$ cat config.mk
export PLATFORM = sky130hd
export DESIGN_NAME = field_ops_exec
export DESIGN_NICKNAME = d
export VERILOG_FILES = /design/src/field_ops_pkg.sv /design/src/field_ops_exec.sv /design/src/field_clear_mask.sv
export SDC_FILE = /design/constraint.sdc
export NUM_CORES = 1
export LEC_CHECK = 0
export ABC_AREA = 1
export BUFFER_PORTS_ARGS = -buffer_cell sky130_fd_sc_hd__clkbuf_2
export CORE_AREA = 2 2 97 99
export DETAILED_ROUTE_END_ITERATION = 10
export DIE_AREA = 0 0 99 101
export SLEW_MARGIN = 40
export SYNTH_ARGS = -nofsm -noshare
export SYNTH_HDL_FRONTEND = slang
export SYNTH_SLANG_ARGS = --single-unit
$ cat constraint.sdc
create_clock -name i_ref_clk -period 3.8 [get_ports i_ref_clk]
set_clock_uncertainty 0.05 [all_clocks]
set_input_delay 0.57 -clock i_ref_clk [delete_from_list [all_inputs] [get_ports i_ref_clk]]
set_output_delay 0.57 -clock i_ref_clk [all_outputs]
set_load 0.05 [all_outputs]
$ cat src/field_ops_pkg.sv
// field_ops_pkg.sv: constants and operand-form encodings for the
// bit field clear and equality compare execute slice.
// assumes the decoder presents operands already selected from the
// register file, with the predicate already evaluated.
package field_ops_pkg;

   localparam int WORD_W        = 32;
   localparam int LONG_W        = 40;
   localparam int POS_W         = 5;
   localparam int CST5_W        = 5;
   localparam int HIGH_POS_LSB  = 0;
   localparam int LOW_POS_LSB   = 5;
   localparam int WORD_MSB      = 31;
   localparam logic [31:0] WORD_RESET = 32'h0000_0000;
   localparam logic [31:0] CMP_TRUE   = 32'h0000_0001;
   localparam logic [31:0] CMP_FALSE  = 32'h0000_0000;

   // operation select
   typedef enum logic [1:0]
   {
      OP_NONE     = 2'h0,
      OP_CLEAR    = 2'h1,
      OP_EQ_CMP   = 2'h2
   } op_sel_t;

   // first-source form of equality compare
   typedef enum logic
   {
      FIRST_SOURCE_REG    = 1'h0,
      FIRST_SOURCE_CST5   = 1'h1
   } first_source_form_t;

endpackage

$ cat src/field_ops_exec.sv
// field_ops_exec.sv: execute-stage slice for bit field clear and
// equality compare, result registered at end of the execute cycle.
// assumes decoder drives operands, predicate and a one-cycle issue.
`timescale 1ns/10ps
`default_nettype none
module field_ops_exec
   import field_ops_pkg::*;
(
   // clock and reset
   input  wire logic              i_ref_clk,
   input  wire logic              i_reset,
   // issue
   input  wire logic              i_issue,
   input  wire op_sel_t           i_op,
   input  wire logic              i_predicate,
   input  wire logic [4:0]        i_dst_index,
   // clear operands
   input  wire logic              i_clear_reg_form,
   input  wire logic [CST5_W-1:0] i_low_cst,
   input  wire logic [CST5_W-1:0] i_high_cst,
   // compare operands
   input  wire first_source_form_t        i_first_source_form,
   input  wire logic [CST5_W-1:0] i_first_source_cst,
   input  wire logic              i_second_source_long,
   // source data
   input  wire logic [WORD_W-1:0] i_first_source,
   input  wire logic [LONG_W-1:0] i_second_source,
   // write-back
   output logic                   o_wr_en,
   output logic      [4:0]        o_wr_index,
   output logic      [WORD_W-1:0] o_wr_data
);

   // decoded issue
   logic              issue_taken;
   logic              issue_writes;

   // field bounds
   logic [POS_W-1:0]  reg_low_pos;
   logic [POS_W-1:0]  reg_high_pos;
   logic [POS_W-1:0]  low_pos;
   logic [POS_W-1:0]  high_pos;

   // clear datapath
   logic [WORD_W-1:0] second_word;
   logic [WORD_W-1:0] field_mask;
   logic [WORD_W-1:0] keep_mask;
   logic [WORD_W-1:0] clear_result;

   // compare datapath
   logic [LONG_W-1:0] first_source_cst_ext;
   logic [LONG_W-1:0] first_source_reg_ext;
   logic [LONG_W-1:0] second_source_word_ext;
   logic [LONG_W-1:0] cmp_a;
   logic [LONG_W-1:0] cmp_b;
   logic              cmp_low_equal;
   logic              cmp_high_equal;
   logic              cmp_equal;
   logic [WORD_W-1:0] cmp_result;

   // write-back state
   logic              wr_en_reg;
   logic              wr_en_next;
   logic [4:0]        wr_index_reg;
   logic [4:0]        wr_index_next;
   logic [WORD_W-1:0] wr_data_reg;
   logic [WORD_W-1:0] wr_data_next;

   // instruction in execute with a true predicate
   assign issue_taken  = i_issue && i_predicate;
   // op none writes nothing to the register file
   assign issue_writes = issue_taken && (i_op != OP_NONE);

   // register form: bounds in the ten low bits of first source
   assign reg_high_pos = i_first_source[HIGH_POS_LSB +: POS_W];
   assign reg_low_pos  = i_first_source[LOW_POS_LSB +: POS_W];

   // bound selection; upper 22 bits of first source ignored
   always_comb
   begin
      if (i_clear_reg_form)
      begin
         high_pos = reg_high_pos;
         low_pos  = reg_low_pos;
      end
      else
      begin
         low_pos  = i_low_cst;
         high_pos = i_high_cst;
      end
   end

   field_clear_mask #(
      .W (WORD_W)
   ) u_mask (
      .i_low_pos  (low_pos),
      .i_high_pos (high_pos),
      .o_mask     (field_mask)
   );

   // clear works on the low word of second source
   assign second_word  = i_second_source[WORD_W-1:0];
   assign keep_mask    = ~field_mask;
   // other bits pass unchanged
   assign clear_result = second_word & keep_mask;

   // signed operands widened to the compare width
   assign first_source_cst_ext  = {{(LONG_W-CST5_W){i_first_source_cst[CST5_W-1]}},
                           i_first_source_cst};
   assign first_source_reg_ext  = {{(LONG_W-WORD_W){i_first_source[WORD_MSB]}},
                           i_first_source};
   assign second_source_word_ext = {{(LONG_W-WORD_W){second_word[WORD_MSB]}},
                           second_word};

   // first source: register or constant
   always_comb
   begin
      if (i_first_source_form == FIRST_SOURCE_CST5)
      begin
         cmp_a = first_source_cst_ext;
      end
      else
      begin
         cmp_a = first_source_reg_ext;
      end
   end

   // second source: word or 40-bit pair
   always_comb
   begin
      if (i_second_source_long)
      begin
         cmp_b = i_second_source;
      end
      else
      begin
         cmp_b = second_source_word_ext;
      end
   end

   // equality split into low word and extension byte
   assign cmp_low_equal  = (cmp_a[WORD_W-1:0] == cmp_b[WORD_W-1:0]);
   assign cmp_high_equal = (cmp_a[LONG_W-1:WORD_W] == cmp_b[LONG_W-1:WORD_W]);
   assign cmp_equal      = cmp_low_equal && cmp_high_equal;
   assign cmp_result     = cmp_equal ? CMP_TRUE : CMP_FALSE;

   // result select
   always_comb
   begin
      case (i_op)
         OP_CLEAR:
         begin
            wr_data_next = clear_result;
         end
         OP_EQ_CMP:
         begin
            wr_data_next = cmp_result;
         end
         default:
         begin
            wr_data_next = WORD_RESET;
         end
      endcase
   end

   // next strobe and destination
   assign wr_en_next    = issue_writes;
   assign wr_index_next = i_dst_index;

   // write strobe: one cycle after a writing issue
   always_ff @(posedge i_ref_clk)
   begin
      if (i_reset)
      begin
         wr_en_reg <= 1'b0;
      end
      else
      begin
         wr_en_reg <= wr_en_next;
      end
   end

   // destination index, held until the next taken issue
   always_ff @(posedge i_ref_clk)
   begin
      if (i_reset)
      begin
         wr_index_reg <= 5'h00;
      end
      else if (issue_taken)
      begin
         wr_index_reg <= wr_index_next;
      end
   end

   // result, captured in the execute cycle
   always_ff @(posedge i_ref_clk)
   begin
      if (i_reset)
      begin
         wr_data_reg <= WORD_RESET;
      end
      else if (issue_taken)
      begin
         wr_data_reg <= wr_data_next;
      end
   end

   assign o_wr_en    = wr_en_reg;
   assign o_wr_index = wr_index_reg;
   assign o_wr_data  = wr_data_reg;

endmodule
`default_nettype wire

$ cat src/field_clear_mask.sv
// field_clear_mask.sv: builds the mask of an inclusive bit field.
// assumes bounds are 5-bit indices; low above high gives an empty mask.
`timescale 1ns/10ps
`default_nettype none
module field_clear_mask
   import field_ops_pkg::*;
#(
   parameter int W = 32
)
(
   // field bounds
   input  wire logic [POS_W-1:0] i_low_pos,
   input  wire logic [POS_W-1:0] i_high_pos,
   // mask of field bits
   output logic      [W-1:0]     o_mask
);

   always_comb
   begin
      o_mask = '0;
      for (int b = 0; b < W; b++)
      begin
         // bit 0 is lsb, bit W-1 is msb
         if ((b >= int'(i_low_pos)) && (b <= int'(i_high_pos)))
         begin
            o_mask[b] = 1'b1;
         end
      end
   end

endmodule
`default_nettype wire

[After elaboration in Yosys (flattened, before gate mapping)]
Cells that the tools add are included.
Storage, ports and cells
  flip-flop bits (word level): 38
  output and inout bits: 38
  logic and storage cells: 143
Cells by class
  order comparisons: 62
  equal/unequal tests: 4
  mux-type cells: 38
  bitwise operators: 2
  reduce and logical (&&, ||, !) cells: 34
Operator list (number)
  5-bit less-or-equal comparator (first input constant): 16
  40-bit two-way mux: 2
  5-bit greater-or-equal comparator (first input constant): 15
  32-bit case mux with 2 select lines: 1
  4-bit by 5-bit greater-or-equal comparator with 1-bit output (first input constant): 8
  4-bit by 5-bit less-or-equal comparator with 1-bit output (first input constant): 8
  1-bit logical AND: 33
  1-bit two-way mux: 33
  32-bit bitwise AND: 1
  32-bit == test: 1
  32-bit inverter: 1
  3-bit by 5-bit greater-or-equal comparator with 1-bit output (first input constant): 4
  3-bit by 5-bit less-or-equal comparator with 1-bit output (first input constant): 4
  1-bit by 5-bit greater-or-equal comparator with 1-bit output (first input constant): 2
  2-bit by 5-bit greater-or-equal comparator with 1-bit output (first input constant): 2
  2-bit by 5-bit less-or-equal comparator with 1-bit output (first input constant): 2
  5-bit two-way mux: 2
  8-bit == test: 1
  1-bit by 5-bit less-or-equal comparator with 1-bit output (first input constant): 1
  2-bit by 1-bit == test with 1-bit output (second input constant): 1
  2-bit == test (second input constant): 1
  2-bit nonzero test: 1

[Logic depth before layout (Yosys ltp)]
  word-level depth: 7
  mapped depth: 14

[By module]
A second synthesis with hierarchy kept.
Second synthesis, totals
  cells, all modules: 591
  area, all modules: 3254.4 um^2
Modules (own cells, without submodules)
  field_ops_exec: instances 1, cells each 464, area an instance 2716.4 um^2, sequential area each 760.7 um^2
  field_clear_mask: instances 1, cells each 127, area an instance 538.0 um^2, sequential area each 0.0 um^2

[Worst setup path after synthesis]
No wires, ideal clock.
  path type: in2reg
  from: input i_op[0]
  to: register wr_data_reg[25], in the netlist o_wr_data[25]
  library setup time: 0.071 ns
  data arrival time: 1.828 ns
  setup slack: 1.851 ns
  stages on the path: 8
  path buffers: 2
  cells stage by stage: inv_1 -> ha_1 -> nand2_1 -> nor2_1 -> clkbuf_1 -> clkbuf_1 -> nand3_1 -> a21oi_1
On the way
  longest elaborated chain between the ends: 2
  elaborated cells between the ends (all ways): 3
Ends and longest elaborated chain
  from (decl): line field_ops_exec.sv:14  | input wire op_sel_t i_op,
  2-bit == test or 2-bit by 1-bit == test with 1-bit output (tied branches): line field_ops_exec.sv:150  | case (i_op)
  32-bit case mux with 2 select lines *: line field_ops_exec.sv:150
  to (signal assigned): line field_ops_exec.sv:205  | wr_data_reg <= wr_data_next;
  to (decl): line field_ops_exec.sv:66  | logic [WORD_W-1:0] wr_data_reg;
Every way passes the cells marked *; elsewhere a longest branch is shown, timed or not.
A chain may end at the register's enable or synchronous reset.

[Worst setup path after layout]
  from: input i_clear_reg_form
  to: register wr_data_reg[0], in the netlist o_wr_data[0]
On the way
  longest elaborated chain between the ends: 6
Ends and longest elaborated chain
  from (decl): line field_ops_exec.sv:18  | input wire logic i_clear_reg_form,
  5-bit two-way mux: line field_ops_exec.sv:81  | if (i_clear_reg_form)
  1-bit by 5-bit greater-or-equal comparator with 1-bit output: line field_clear_mask.sv:24  | if ((b >= int'(i_low_pos)) && (b <= int'(i_high_pos)))
  1-bit two-way mux: line field_clear_mask.sv:24
  32-bit inverter: line field_ops_exec.sv:103  | assign keep_mask = ~field_mask;
  32-bit bitwise AND: line field_ops_exec.sv:105  | assign clear_result = second_word & keep_mask;
  32-bit case mux with 2 select lines: line field_ops_exec.sv:150
Every way passes these cells.

==> results.md <==
Yosys:
- The number of enable flip-flop cells after synthesis is 0.
- The dominant cell by count in the synthesized netlist is nand2_1.
- The top flip-flop cell by instance count after synthesis is dfxtp_1.
- Counting flops with an async set or reset pin after synthesis yields a share of 0%.
- In this run the mean area of a mapped cell was 5.70 um2.
- The synthesized design contains 38 register bits.
- The number of unique standard cell types used by synthesis is 34.
- Yosys printed 0 warnings.
- After synthesis, the largest area contributor takes up 25.0% of total cell area.
- Of all cell types, the one taking the most synthesized area is nand2_1.
- For this run, the register share of the synthesized area comes to 24.2%.
- The gate count of the mapped netlist is 551.
- The post-synthesis instance area is 3140 um2.
- The net count after synthesis is 655.
- Sorting the synthesized cells by area gives the leading types as nand2_1 (25%), dfxtp_1 (24%), nand3_1 (11%), inv_1 (6.9%), nor2_1 (6.4%).
- By count the netlist is led by nand2_1 (209), nand3_1 (66), inv_1 (58), nor2_1 (54), dfxtp_1 (38).

CTS:
- The H-tree was split into 2 levels.
- The CTS clock-pin slew for the worst setup and hold paths is 80 ps.
- The number of cells upsized or downsized after cts is 0.
- The number of sinks handled by clock tree synthesis is 38.
- The number of setup buffers added after CTS is 0.
- The number of clock buffers inserted by TritonCTS is 5.
- The longest clock path from root to sink contains 2 buffers.
- The clock reaches the later pin of the worst-skew pair after 290 ps.
- The quantity of hold-fixing buffers added after cts is 0.
- TritonCTS built the clock tree.
- The root buffer cell chosen for the clock tree is clkbuf_8.

Global routing:
- Summed over all layers, the global routing overflow is 0.
- In the global route stage, met1 resource usage came out at 32.0%.
- Global routing used 23.5% of the available tracks across all layers.
- The number of global-route vias before repair is 3602.
- The number of antenna violations at the first check in global routing is 0.
- Entering global routing, the biggest net connects 56 pins.
- For met2 alone, demand over resource in global routing was 38.6%.
- The met3 capacity usage during global routing is 4.65%.
- The first-pass GRT wire length is 18400 um.
- met2 is the most crowded layer.

Placement:
- The count of input and output buffers is 138.
- The wire-length estimate of the detail-placed layout is 9670 um.
- The final weighted congestion in routability-driven placement is 0.951.

Floorplan:
- The die covers 10000 um2.
- The floorplan step set the die height to 101 um.
- The total core area is 8980 um2.
- The die width is 99 um.
- The effective utilization at floorplan is 35.0%.
- 139 I/O pins were placed.
- The number of rows in the core area is 35.

Drt:
- After detailed routing, the number of vias per cell comes to 4.99.
- The iteration-0 DRC count of the detailed router is 361.
- The number of nets with antenna violations after detailed routing is 0.
- For this run, design rule violations remaining after detail routing come to 0.
- Wires add up to 11700 um.
- The iteration count of the initial detailed-routing pass is 6.
- After detailed routing, the average wire length per cell comes to 14.8 um.
- Detailed routing inserted a total of 3941 vias.

Critical path:
- The type of destination of the critical path is a flop.
- The classification of the worst setup path is in2reg.
- The critical path data arrival time is 2380 ps.
- The required time of the critical path is 3900 ps.
- The element type at the critical path start is an input port.
- The maximum fanout along the worst path is 20.

Timing:
- The tightest slew margin relative to the limit is 52.3%.
- The number of hold violations in the final report is 0.
- The number of pins with negative max-slew slack in the final report is 0.
- Setup repair after global routing left no endpoint under its margin.
- The post-layout minimum cycle time is 2270 ps.
- The timing-limited maximum frequency is 0.440 GHz.
- In the finished design, the share of the clock period the worst path needs comes to 59.8%.
- After routing, the total negative slack on setup checks comes to 0 ps.
- Setup violations remaining at the end of the flow were counted as 0.
- The measured slew at the worst slew-check pin is 716 ps.

Pwr:
- Power spread over the standard cell area amounts to 269 nW/um2.
- The completed layout was analyzed and its total power is 1050 uW.
- The standby leakage power is 0.00214 uW.
- IR analysis of the VDD net gives a maximum drop of 0.131 mV.

Cells and area:
- The share of final-layout standard cells stronger than drive strength 1 is 24.8%.
- Relative to the synthesized area, the layout overhead comes to 24.5%.
- Summing all multi-input logic gate instances after layout gives 1980 um2.
- Fill cells in the final layout number 1033.
- Summing all flip-flop and latch instances after layout gives 761 um2.
- The repair_antennas step left the layout with diodes totalling 0.
- In the final design database the tool counted 781 nets.

Run:
- Max-cap violations in this run came to 0.

Worst hold path:
- The worst hold path class is reg2reg.

Status:
- The run finished with clean final reports.
[sequential cells by signal, summed over array words and instances, names as in the netlist]
register and count:
o_wr_data 32, o_wr_en 1, o_wr_index 5
[metal layers]
metal	part of all wire (%)	wire length, um	vias up
li1	-	-	2016
met1	45	5250	1759
met2	46	5420	150
met3	7.0	813	16
met4	1.6	182	0
met5	0	0	-
[per-stage QoR]
stage / std cells / cell area [um2] / setup WS, ps / hold WS (ps) / utilization, %
floorplan: 551 / 3140 / 1850 / 631 / -
global placement: 781 / 3820 / 1270 / 404 / 42.5
detailed placement: 781 / 3820 / 1300 / 407 / 42.5
CTS: 789 / 3910 / 1600 / 419 / 43.6
global route: 789 / 3910 / 1420 / 437 / 43.6
finish: 789 / 3910 / 1530 / 416 / 43.6
[final timing paths]
path	slack (ps)	end	cells after the start	start
worst min register to register	420	o_wr_data[17]	2	o_wr_data[17]
worst max-delay path	1530	o_wr_data[0]	10	i_clear_reg_form
worst min-delay path	420	o_wr_data[17]	2	o_wr_data[17]
worst max register to register	3090	o_wr_data[0]	2	o_wr_data[0]
[critical path, cell delays in order]
cell	delay (ps)
clkbuf_2	300
o21ai_2	520
inv_2	170
nor2_4	190
nand2_1	110
nor2_2	130
a21oi_1	90
o21bai_1	180
nand2_1	70
a21oi_2	50
[layout by cell type, fill, tap and decap left out, drive strengths merged, types with 2 or more instances in the layout]
cell type and n:
ha 3, o21bai 2, nand2 214, o221ai 2
clkbuf 144, o211ai 13, nand3b 4, dfxtp 38
nor3 4, a21oi 37, nor2 57, o21ai 23
nand3 66, buf 2, inv 62
[where the power goes]
group          total (uW)  leakage, uW  internal [uW]  switching [uW]
clock                 294    0.0000472            146             149
sequential            409     0.000308            405            3.55
combinational         348      0.00178            115             234
total                1050      0.00214            666             386
[final cells by class]
type | instances | share of cell area [%]
flip-flops and latches | 38 | 19.4
well taps | 111 | 3.55
repair buffers | 140 | 18.0
multi-input cells | 430 | 50.6
inverters | 62 | 5.95
clock buffers | 6 | 2.11
clock inverters | 2 | 0.320
[cell families (layout without fill, tap and decap cells)]
group                      Yosys count  count (layout)  share of synthesized area [%]
and+or+nand+nor                    346             346                           45.6
DFF                                 38              38                           24.2
xor gates and xnor gates             1               1                          0.279
AOI/OAI and AO/OA                   80              80                           15.9
adders and majority gates            3               3                           1.19
buffers and inverters               83             210                           12.8
Note: power is estimated with default switching activity, not from simulation.
